$ cat src/sdtm_pkg.sv
package sdtm_pkg;

   // Bus window and register offsets (byte addresses, word aligned).
   localparam int          WB_AW          = 8;
   localparam logic [7:0]  REG_CFG4_OFF   = 8'hFC;
   localparam logic [7:0]  REG_STAT_OFF   = 8'hF0;

   // Field positions inside the configuration word.
   localparam int          F_PRE_ACT_LSB  = 28;
   localparam int          F_ACT_PRE_LSB  = 24;
   localparam int          F_WBUF_BIT     = 21;
   localparam int          F_RBUF_BIT     = 20;
   localparam int          F_MODE_LSB     = 8;
   localparam int          F_ACT_RW_LSB   = 4;
   localparam int          F_WR_ACT_LSB   = 0;
   localparam int          F_CODE_W       = 4;
   localparam int          F_MODE_W       = 12;

   // Reset value and writable-bit mask; bits 23-22 never store.
   localparam logic [31:0] REG_CFG4_RESET = 32'h0010_0000;
   localparam logic [31:0] REG_CFG4_WMASK = 32'hFF3F_FFFF;

   // Status word field positions.
   localparam int          S_DONE_LSB     = 0;
   localparam int          S_KIND_LSB     = 4;
   localparam int          S_MODE_SET_BIT = 8;

   // Spacing counts in clocks.
   localparam int          GAP_W          = 5;
   localparam logic [4:0]  GAP_MAX        = 5'h10;
   localparam logic [4:0]  GAP_RW_MIN     = 5'h02;
   localparam logic [4:0]  SINCE_SAT      = 5'h1F;

   typedef enum logic [2:0] {
      SDTM_CMD_ACT,
      SDTM_CMD_PRE,
      SDTM_CMD_RDAP,
      SDTM_CMD_WRAP,
      SDTM_CMD_MRS
   } sdtm_cmd_t;

   // A code of zero stands for the longest spacing.
   function automatic logic [4:0] sdtm_gap_clocks(input logic [3:0] code);
      sdtm_gap_clocks = (code == 4'h0) ? GAP_MAX : {1'b0, code};
   endfunction

   // The one-clock activate to read/write code is illegal; it is held
   // to the shortest legal spacing so a bad write cannot break timing.
   function automatic logic [4:0] sdtm_rw_clocks(input logic [3:0] code);
      logic [4:0] g;
      g = sdtm_gap_clocks(code);
      sdtm_rw_clocks = (g < GAP_RW_MIN) ? GAP_RW_MIN : g;
   endfunction

endpackage

$ cat src/sdtm_reg_if.sv
`timescale 1ns/10ps
interface sdtm_reg_if;
   import sdtm_pkg::*;
   logic              wr_stb;
   logic [WB_AW-1:0]  addr;
   logic [31:0]       wr_data;
   logic [3:0]        wr_sel;
   logic [31:0]       rd_data;

   modport slave (output wr_stb, addr, wr_data, wr_sel, input rd_data);
   modport regs  (input wr_stb, addr, wr_data, wr_sel, output rd_data);
endinterface

$ cat src/sdtm_gap_timer.sv
`timescale 1ns/10ps
module sdtm_gap_timer
   import sdtm_pkg::*;
(
   input  wire logic             clk_i,   // System clock.
   input  wire logic             rst_i,   // Synchronous reset.
   input  wire logic             load_i,  // Start a spacing window.
   input  wire logic [GAP_W-1:0] gap_i,   // Spacing in clocks, 1 to 16.
   output logic                  done_o   // Window has run out.
);
   logic [GAP_W-1:0] cnt;

   // Loading one less makes the next command legal exactly gap clocks
   // after the one that started the window.
   always_ff @(posedge clk_i) begin
      if (rst_i) begin
         cnt <= '0;
      end else if (load_i) begin
         cnt <= gap_i - 5'h01;
      end else if (cnt != '0) begin
         cnt <= cnt - 5'h01;
      end
   end

   assign done_o = (cnt == '0);
endmodule

$ cat src/sdtm_wb_slave.sv
`timescale 1ns/10ps
module sdtm_wb_slave
   import sdtm_pkg::*;
(
   input  wire logic             clk_i,     // System clock.
   input  wire logic             rst_i,     // Synchronous reset.
   input  wire logic             wb_cyc_i,  // Bus cycle.
   input  wire logic             wb_stb_i,  // Strobe.
   input  wire logic             wb_we_i,   // Write enable.
   input  wire logic [WB_AW-1:0] wb_adr_i,  // Byte address.
   input  wire logic [3:0]       wb_sel_i,  // Byte lanes.
   input  wire logic [31:0]      wb_dat_i,  // Write data.
   output logic [31:0]           wb_dat_o,  // Read data.
   output logic                  wb_ack_o,  // Acknowledge.
   sdtm_reg_if.slave             rif        // Register side.
);
   logic req;

   assign req         = wb_cyc_i && wb_stb_i;
   // Writes land on the edge where the master samples ack.
   assign rif.wr_stb  = req && wb_we_i && wb_ack_o;
   assign rif.addr    = wb_adr_i;
   assign rif.wr_data = wb_dat_i;
   assign rif.wr_sel  = wb_sel_i;

   always_ff @(posedge clk_i) begin
      if (rst_i) begin
         wb_ack_o <= 1'b0;
         wb_dat_o <= '0;
      end else begin
         wb_ack_o <= req && !wb_ack_o;
         wb_dat_o <= (req && !wb_we_i) ? rif.rd_data : 32'h0000_0000;
      end
   end
endmodule

$ cat src/sdtm_top.sv
`timescale 1ns/10ps
module sdtm_top
   import sdtm_pkg::*;
(
   input  wire logic             clk_i,          // 200 MHz system clock.
   input  wire logic             rst_i,          // Synchronous reset.
   input  wire logic             wb_cyc_i,       // Wishbone cycle.
   input  wire logic             wb_stb_i,       // Wishbone strobe.
   input  wire logic             wb_we_i,        // Wishbone write enable.
   input  wire logic [WB_AW-1:0] wb_adr_i,       // Wishbone byte address.
   input  wire logic [3:0]       wb_sel_i,       // Wishbone byte lanes.
   input  wire logic [31:0]      wb_dat_i,       // Wishbone write data.
   output logic [31:0]           wb_dat_o,       // Wishbone read data.
   output logic                  wb_ack_o,       // Wishbone acknowledge.
   input  wire logic             cmd_valid_i,    // Command request held.
   input  wire sdtm_cmd_t        cmd_kind_i,     // Requested command.
   output logic                  cmd_done_o,     // Request taken, pulse.
   output logic                  sd_cmd_valid_o, // SDRAM command slot.
   output sdtm_cmd_t             sd_cmd_kind_o,  // Last issued command.
   output logic [F_MODE_W-1:0]   sd_mode_o,      // Mode word on address.
   output logic                  wr_buf_en_o,    // Write buffer strobe.
   output logic                  rd_buf_en_o     // Read buffer strobe.
);
   sdtm_reg_if rif ();

   sdtm_wb_slave u_slave (
      .clk_i    (clk_i),
      .rst_i    (rst_i),
      .wb_cyc_i (wb_cyc_i),
      .wb_stb_i (wb_stb_i),
      .wb_we_i  (wb_we_i),
      .wb_adr_i (wb_adr_i),
      .wb_sel_i (wb_sel_i),
      .wb_dat_i (wb_dat_i),
      .wb_dat_o (wb_dat_o),
      .wb_ack_o (wb_ack_o),
      .rif      (rif.slave)
   );

   // Configuration register and its fields.
   logic [31:0]         cfg;
   logic [31:0]         lane_mask;
   logic [31:0]         wr_mask;
   logic                cfg_hit;
   logic                stat_hit;
   logic [3:0]          pre_to_act_clocks;
   logic [3:0]          act_to_pre_clocks;
   logic [3:0]          act_to_rdwr_clocks;
   logic [3:0]          wr_to_act_clocks;
   logic                write_buffer_kind;
   logic                read_buffer_kind;
   logic [F_MODE_W-1:0] sdram_mode_word;
   logic [31:0]         stat_word;
   logic                mode_set;

   assign cfg_hit   = (rif.addr == REG_CFG4_OFF);
   assign stat_hit  = (rif.addr == REG_STAT_OFF);
   assign lane_mask = {{8{rif.wr_sel[3]}}, {8{rif.wr_sel[2]}},
                       {8{rif.wr_sel[1]}}, {8{rif.wr_sel[0]}}};
   assign wr_mask   = lane_mask & REG_CFG4_WMASK;

   assign pre_to_act_clocks  = cfg[F_PRE_ACT_LSB +: F_CODE_W];
   assign act_to_pre_clocks  = cfg[F_ACT_PRE_LSB +: F_CODE_W];
   assign act_to_rdwr_clocks = cfg[F_ACT_RW_LSB  +: F_CODE_W];
   assign wr_to_act_clocks   = cfg[F_WR_ACT_LSB  +: F_CODE_W];
   assign write_buffer_kind  = cfg[F_WBUF_BIT];
   assign read_buffer_kind   = cfg[F_RBUF_BIT];
   assign sdram_mode_word    = cfg[F_MODE_LSB +: F_MODE_W];

   always_ff @(posedge clk_i) begin
      if (rst_i) begin
         cfg <= REG_CFG4_RESET;
      end else if (rif.wr_stb && cfg_hit) begin
         cfg <= (cfg & ~wr_mask) | (rif.wr_data & wr_mask);
      end
   end

   // Spacing timers, one per documented interval.
   logic pre_act_done;
   logic act_pre_done;
   logic act_rw_done;
   logic wr_act_done;
   logic gate_ok;
   logic take;
   logic take_act;
   logic take_pre;
   logic take_rd;
   logic take_wr;
   logic take_mrs;

   assign take_act = take && (cmd_kind_i == SDTM_CMD_ACT);
   assign take_pre = take && (cmd_kind_i == SDTM_CMD_PRE);
   assign take_rd  = take && (cmd_kind_i == SDTM_CMD_RDAP);
   assign take_wr  = take && (cmd_kind_i == SDTM_CMD_WRAP);
   assign take_mrs = take && (cmd_kind_i == SDTM_CMD_MRS);

   sdtm_gap_timer u_act_pre (
      .clk_i  (clk_i),
      .rst_i  (rst_i),
      .load_i (take_act),
      .gap_i  (sdtm_gap_clocks(act_to_pre_clocks)),
      .done_o (act_pre_done)
   );

   sdtm_gap_timer u_act_rw (
      .clk_i  (clk_i),
      .rst_i  (rst_i),
      .load_i (take_act),
      .gap_i  (sdtm_rw_clocks(act_to_rdwr_clocks)),
      .done_o (act_rw_done)
   );

   sdtm_gap_timer u_wr_act (
      .clk_i  (clk_i),
      .rst_i  (rst_i),
      .load_i (take_wr),
      .gap_i  (sdtm_gap_clocks(wr_to_act_clocks)),
      .done_o (wr_act_done)
   );

   sdtm_gap_timer u_pre_act (
      .clk_i  (clk_i),
      .rst_i  (rst_i),
      .load_i (take_pre),
      .gap_i  (sdtm_gap_clocks(pre_to_act_clocks)),
      .done_o (pre_act_done)
   );

   // A mode set is held off like an activate, so it never lands on a
   // bank that is still closing.
   always_comb begin
      case (cmd_kind_i)
         SDTM_CMD_ACT:  gate_ok = pre_act_done && wr_act_done;
         SDTM_CMD_PRE:  gate_ok = act_pre_done;
         SDTM_CMD_RDAP: gate_ok = act_rw_done;
         SDTM_CMD_WRAP: gate_ok = act_rw_done;
         SDTM_CMD_MRS:  gate_ok = pre_act_done && wr_act_done;
         default:       gate_ok = 1'b0;
      endcase
   end

   // The done pulse blocks a second take of the same held request.
   assign take = cmd_valid_i && !cmd_done_o && gate_ok;

   // Buffer strobes: registered buffers need one more clock edge.
   logic wr_dly;
   logic rd_dly;
   logic next_wr_buf;
   logic next_rd_buf;

   assign next_wr_buf = (take_wr && !write_buffer_kind) || wr_dly;
   assign next_rd_buf = (take_rd && !read_buffer_kind) || rd_dly;

   always_ff @(posedge clk_i) begin
      if (rst_i) begin
         cmd_done_o     <= 1'b0;
         sd_cmd_valid_o <= 1'b0;
         sd_cmd_kind_o  <= SDTM_CMD_ACT;
         sd_mode_o      <= '0;
         mode_set       <= 1'b0;
         wr_dly         <= 1'b0;
         rd_dly         <= 1'b0;
         wr_buf_en_o    <= 1'b0;
         rd_buf_en_o    <= 1'b0;
      end else begin
         cmd_done_o     <= take;
         sd_cmd_valid_o <= take;
         if (take) begin
            sd_cmd_kind_o <= cmd_kind_i;
         end
         if (take_mrs) begin
            sd_mode_o <= sdram_mode_word;
            mode_set  <= 1'b1;
         end
         wr_dly      <= take_wr && write_buffer_kind;
         rd_dly      <= take_rd && read_buffer_kind;
         wr_buf_en_o <= next_wr_buf;
         rd_buf_en_o <= next_rd_buf;
      end
   end

   // Status shows the live timers, the last command and mode state.
   assign stat_word = {23'h000000, mode_set, 1'b0, sd_cmd_kind_o,
                       wr_act_done, pre_act_done, act_rw_done, act_pre_done};
   assign rif.rd_data = cfg_hit  ? cfg :
                        stat_hit ? stat_word : 32'h0000_0000;

   // Checking helpers: clocks since each activate, precharge and write was shown, and the
   // spacing that was in force when it was taken.
   logic [GAP_W-1:0] since_act;
   logic [GAP_W-1:0] since_pre;
   logic [GAP_W-1:0] since_wr;
   logic [GAP_W-1:0] need_ap;
   logic [GAP_W-1:0] need_rw;
   logic [GAP_W-1:0] need_wa;
   logic [GAP_W-1:0] need_pa;

   function automatic logic [GAP_W-1:0] sat_inc(input logic [GAP_W-1:0] v);
      sat_inc = (v == SINCE_SAT) ? v : v + 5'h01;
   endfunction

   always_ff @(posedge clk_i) begin
      if (rst_i) begin
         since_act <= SINCE_SAT;
         since_pre <= SINCE_SAT;
         since_wr  <= SINCE_SAT;
         need_ap   <= GAP_MAX;
         need_rw   <= GAP_MAX;
         need_wa   <= GAP_MAX;
         need_pa   <= GAP_MAX;
      end else begin
         since_act <= take_act ? '0 : sat_inc(since_act);
         since_pre <= take_pre ? '0 : sat_inc(since_pre);
         since_wr  <= take_wr  ? '0 : sat_inc(since_wr);
         if (take_act) begin
            need_ap <= sdtm_gap_clocks(act_to_pre_clocks);
            need_rw <= sdtm_rw_clocks(act_to_rdwr_clocks);
         end
         if (take_wr) begin
            need_wa <= sdtm_gap_clocks(wr_to_act_clocks);
         end
         if (take_pre) begin
            need_pa <= sdtm_gap_clocks(pre_to_act_clocks);
         end
      end
   end
endmodule

$ cat config.mk
export PLATFORM = sky130hd
export DESIGN_NAME = sdtm_top
export DESIGN_NICKNAME = d
export VERILOG_FILES = /design/src/sdtm_pkg.sv /design/src/sdtm_reg_if.sv /design/src/sdtm_gap_timer.sv /design/src/sdtm_wb_slave.sv /design/src/sdtm_top.sv
export SDC_FILE = /design/constraint.sdc
export NUM_CORES = 1
export LEC_CHECK = 0
export ABC_AREA = 1
export BUFFER_PORTS_ARGS = -buffer_cell sky130_fd_sc_hd__buf_2
export CAP_MARGIN = 20
export CORE_MARGIN = 10
export CORE_UTILIZATION = 30
export DETAILED_ROUTE_END_ITERATION = 10
export PLACE_DENSITY_LB_ADDON = 0.05
export SYNTH_ARGS = -nofsm -noshare
export SYNTH_HDL_FRONTEND = slang
export SYNTH_SLANG_ARGS = --single-unit
$ cat constraint.sdc
create_clock -name clk_i -period 5.2 [get_ports clk_i]
set_clock_uncertainty 0.15 [all_clocks]
set_input_delay 0.52 -clock clk_i [delete_from_list [all_inputs] [get_ports clk_i]]
set_output_delay 0.52 -clock clk_i [all_outputs]
set_load 0.02 [all_outputs]
; ---- Yosys cells after proc, flatten, opt, wreduce, memory -nomap -nowiden
; Cells that the tools add are included.
[word_totals]
register_bits = 106
inputBits = 53
out_inout_bits = 52
[classes]
n_bitwise = 5
reduce_logical = 45
n_eq_ne = 6
n_lt_le_gt_ge = 1
n_mux = 16
add_sub_neg = 8
[ops]
columns = operator, n
row1 = two-way mux 5 bit, 13
row2 = bitwise AND 32 bit, 2
row3 = subtractor 5 x 1 -> 5 bit (second input constant), 8
row4 = two-way mux 32 bit, 1
row5 = NOT 32 bit, 1
row6 = OR 32 bit, 1
row7 = zero test 5 bit, 4
row8 = nonzero test 5 bit, 4
row9 = logical AND 1 bit, 18
row10 = == test 8 bit (second input constant), 2
row11 = zero test 4 bit, 4
row12 = two-way mux 9 bit, 1
row13 = nonzero test 2 bit, 4
row14 = == test 3 x 2 -> 1 bit (second input constant), 2
row15 = OR reduction 2 bit, 3
row16 = zero test 1 bit, 5
row17 = < comparator 5 x 2 -> 1 bit (second input constant), 1
row18 = == test 3 x 1 -> 1 bit (second input constant), 1
row19 = == test 3 bit (second input constant), 1
row20 = zero test 3 bit, 1
row21 = one-hot mux 1 bit (3 select lines), 1
row22 = logical OR 1 bit, 2
row23 = NOT 1 bit, 1

; ---- Depth between registers and ports, before layout
[logic_depth]
word_depth = 7
depth_mapped = 15
mapped_depth_nobuf = 15

; ---- Cells and area by module
; From an unflattened synthesis, not the netlist that was laid out.
[hier_totals]
hier_cells = 777
area_unflattened_um2 = 5337.6
[by_module_without_submodules]
columns = mod, n_inst, seq_area_each_um2, area_per_inst_um2, cells_each
row1 = sdtm_top, 1, 1021.0, 2621.3, 410
row2 = sdtm_wb_slave, 1, 660.6, 1385.1, 151
row3 = sdtm_gap_timer, 4, 100.1, 332.8, 54

; ---- Worst setup path before layout
; Ideal clock, no wire load.
[synth_path]
path_type = input -> register
startpoint = input port cmd_kind_i[1]
endpoint = register u_act_rw.cnt[2]
slack_ps = 3058
path_buffers = 1
required_time_ps = 4980
cell_stages = 12
arrival_ps = 1922
cell_sequence = inv_1 nand3_2 nor2_2 nor2_4 nand2_4 nand3_4 buf_6 nand2_1 nand2_1 ha_1 or2_1 a21oi_1
[synth_via]
elab_chain_len = 6
[synth_lines]
columns = item, line
row1 = start: declaration, sdtm_top.sv:16  ; input wire sdtm_cmd_t cmd_kind_i,
row2 = "== test 3 bit, or another cell as far along", sdtm_top.sv:132  ; case (cmd_kind_i)
row3 = OR reduction 2 bit (no source line), --
row4 = one-hot mux 1 bit (3 select lines), sdtm_top.sv:132
row5 = logical AND 1 bit, sdtm_top.sv:143  ; assign take = cmd_valid_i && !cmd_done_o && gate_ok;
row6 = logical AND 1 bit *, sdtm_top.sv:91  ; assign take_act = take && (cmd_kind_i == SDTM_CMD_ACT);
row7 = two-way mux 5 bit / nonzero test 2 bit (equally long branches), --
row8 = end signal: assignment, sdtm_gap_timer.sv:19  ; cnt <= gap_i - 5'h01;
row9 = end signal: assignment, sdtm_gap_timer.sv:21  ; cnt <= cnt - 5'h01;
row10 = end: declaration, sdtm_gap_timer.sv:11  ; logic [GAP_W-1:0] cnt;
; Every way passes the cells marked *; elsewhere a longest branch is shown, timed or not.
; A chain may end at the register's enable or synchronous reset.

==> results.yml <==
run_status:
  run_status: "completed"
synthesis:
  synth_warnings: 0
  syn_avg_cell_area_um2: 7.74
  ys_types: 36
  synth_top_family_by_area: "simple AND/OR/NAND/NOR gates"
  synthSimpleGateAreaFrac_pct: 23.7
  synth_edf_count: 0
  synth_area_um2: 4150
  synth.area.top_cells: "dfxtp_1 (49%), nand2_1 (7.1%), a21oi_1 (7.0%), inv_1 (7.0%), o21ai_0 (5.5%)"
  synth_top_area_cell: "dfxtp_1"
  synth_fa_ha_area_share_pct: 1.21
  yosysSeqAreaShare_pct: 49.2
  syn_inst: 536
  yosys.area_share.xor_xnor_pct: 0
  synth_seq_cells: 102
  synth_compound_area_share_pct: 15.1
  synthFlopType: "dfxtp_1"
  synthArstFlopShare_pct: 0
  synth_top_area_share_pct: 49.2
  muxShareOfSynthArea_pct: 0
setup_path:
  critPathCaptureType: "flip-flop"
  path_max_fanout: 14
  max_stage_delay_ns: 0.76
  crit_type: "flip-flop to flip-flop"
  slowest_stage: "nor2_1"
  crit_arrival_ns: 3.20
  required_ns: 5.34
  cp-start-kind: "flip-flop"
  rr_worst_depth: 8
  cp_cell_sequence: "nor2_1 > o21a_2 > nand3_4 > o21ai_1 > ha_1 > a21boi_1 > nand3_1 > a21oi_1"
final_layout:
  multiInputGateArea_um2: 1670
  fillers: 1444
  fin_nets: 684
  ff_latch_area_um2: 2040
  fin_util_pct: 38.0
  syn_to_final_growth_pct: 22.7
  drive_gt1_share_pct: 22.5
  layout.cells.non_filler: 809
clock_tree:
  clkTransAtPathRegs_ns: 0.07
  cts_tree: "yes"
  cts_resized: 0
  root_buffer: "clkbuf_16"
  cts_setup_buffers: 0
  clk_path_buf_depth: 2
  postCtsHoldBufs: 0
  htreeDepth: 3
  clock_sinks: 102
  cts_made_buffers: 9
  clock_latency_ns: 0.35
min_path:
  hold-path-cell-count: 3
  hp-class: "input pin to flip-flop"
detailed_routing:
  viasPerCell: 4.60
  drt-total-wl_um: 11900
  wl_per_cell_um: 14.7
  ant_nets: 0
  drc: 0
  num_vias: 3722
  drt_iter0_markers: 281
  first_pass_iters: 5
sta:
  hold_viol_final: 0
  slew_violations: 0
  worst_pin_slew_ns: 0.981
  whs_ns: 0.240
  tns_ns: 0
  slew_headroom_pct: 34.4
  max_freq_mhz: 326
  rsz0062_at_grt: "no"
  fin_crit_ns: 3.06
  setup_viol: 0
  fin_crit_sh_pct: 58.9
global_routing:
  grt_pass1_vias: 3770
  grt_max_degree: 36
  grt_first_pass_wirelength_um: 19500
  met3_usage_pct: 5.57
  busiest_layer: "met2"
  use_met1_pct: 16.5
  grtUsageTotal_pct: 13.3
  grt-ovfl-total: 0
  grtUsageMet2_pct: 20.6
  antenna_found_initial: 1
pwr:
  p_total_mw: 2.22
  p_per_area_nw_per_um2: 437
  ir_worst_vdd_v: 0.000224
  static-leakage-power_nw: 2.29
placement:
  dpl.cell_count: 792
  hpwlAfterDp_um: 8960
  place_congestion: 0.815
  io_buffers: 100
floorplanning:
  dieArea_um2: 18900
  ios: 105
  die_w_um: 138
  start_util_pct: 31.0
  rows: 42
  core-area_um2: 13400
  die_y_um: 138
flow_run:
  cap_violations: 0
[final timing paths]
check	from	end	slack, ns
max	sd_cmd_valid_o	u_act_pre.cnt[4]	2.14
min	wb_dat_i[20]	flip-flop	0.24
max reg2reg	sd_cmd_valid_o	u_act_pre.cnt[4]	2.14
min reg2reg	sd_mode_o[6]	sd_mode_o[6]	0.30
[power breakdown]
group / switching (mW) / total, mW / internal, mW
combinational: 0.399 / 0.609 / 0.209
clock: 0.323 / 0.719 / 0.396
sequential: 0.0346 / 0.896 / 0.861
[layer usage]
metal	share of wire [%]	wire, um	vias to the layer above
li1	-	-	1924
met1	46	5500	1697
met2	45	5370	89
met3	7.8	930	12
met4	1.1	126	0
met5	0	0	-
[metrics by stage]
stage / instance area (um2) / worst slack (ns)
after global routing: 5090 / 1.90
after floorplan: 4150 / 3.06
after global placement: 4740 / 1.95
after detailed placement: 4770 / 1.90
final: 5090 / 2.14
after CTS: 5090 / 2.16
[cell usage in the layout (no fill, tap or decap), types with 3 or more instances in the layout]
cell	netlist	routed
dfxtp_1	102	102
o21ai_0	46	46
inv_1	77	76
nand3_2	4	4
nand2_2	5	5
o21a_1	4	4
nor2_1	54	54
nor3_1	4	4
buf_2	8	100
clkbuf_16	0	9
nor4_1	4	4
nand3_1	18	18
o21ai_1	5	5
or2_1	3	3
nor2_2	3	3
nand4_1	24	24
ha_1	4	4
nand2_1	78	78
a21oi_1	58	58
[cell type report]
type,instances,area share [%]
multi-input combinational,331,32.8
clock buffer,10,4.69
timing repair buffer,102,10.5
antenna,1,0.0492
sequential,102,40.1
clock inverter,6,1.52
tap,176,4.33
inverter,81,6.02
[kinds of logic (layout without fill, tap and decap cells)]
kind of cell,after synthesis,in the layout
flip-flops,102,102
other,1,3
AND/OR/NAND/NOR,205,205
buffers and inverters,104,199
AO/OA/AOI/OAI,120,120
adder cells (fa/ha/maj),4,4
[synthesized netlist by cell type (5+ instances only)]
master	number
dfxtp_1	102
nand2_2	5
a21oi_1	58
nand2_1	78
clkbuf_1	8
o21ai_1	5
nand3_1	18
nand4_1	24
o21ai_0	46
nor2_1	54
buf_2	8
inv_1	77
[worst max-delay path: cells and delay by family, from the launching register on]
family | cells | cell delay, ns
adder cells (fa/ha/maj) | 1 | 0.23
AND/OR/NAND/NOR | 3 | 1.07
AO/OA/AOI/OAI | 4 | 1.19
flip-flops | 1 | 0.34
No activity file was read; power rests on OpenSTA's default activity.
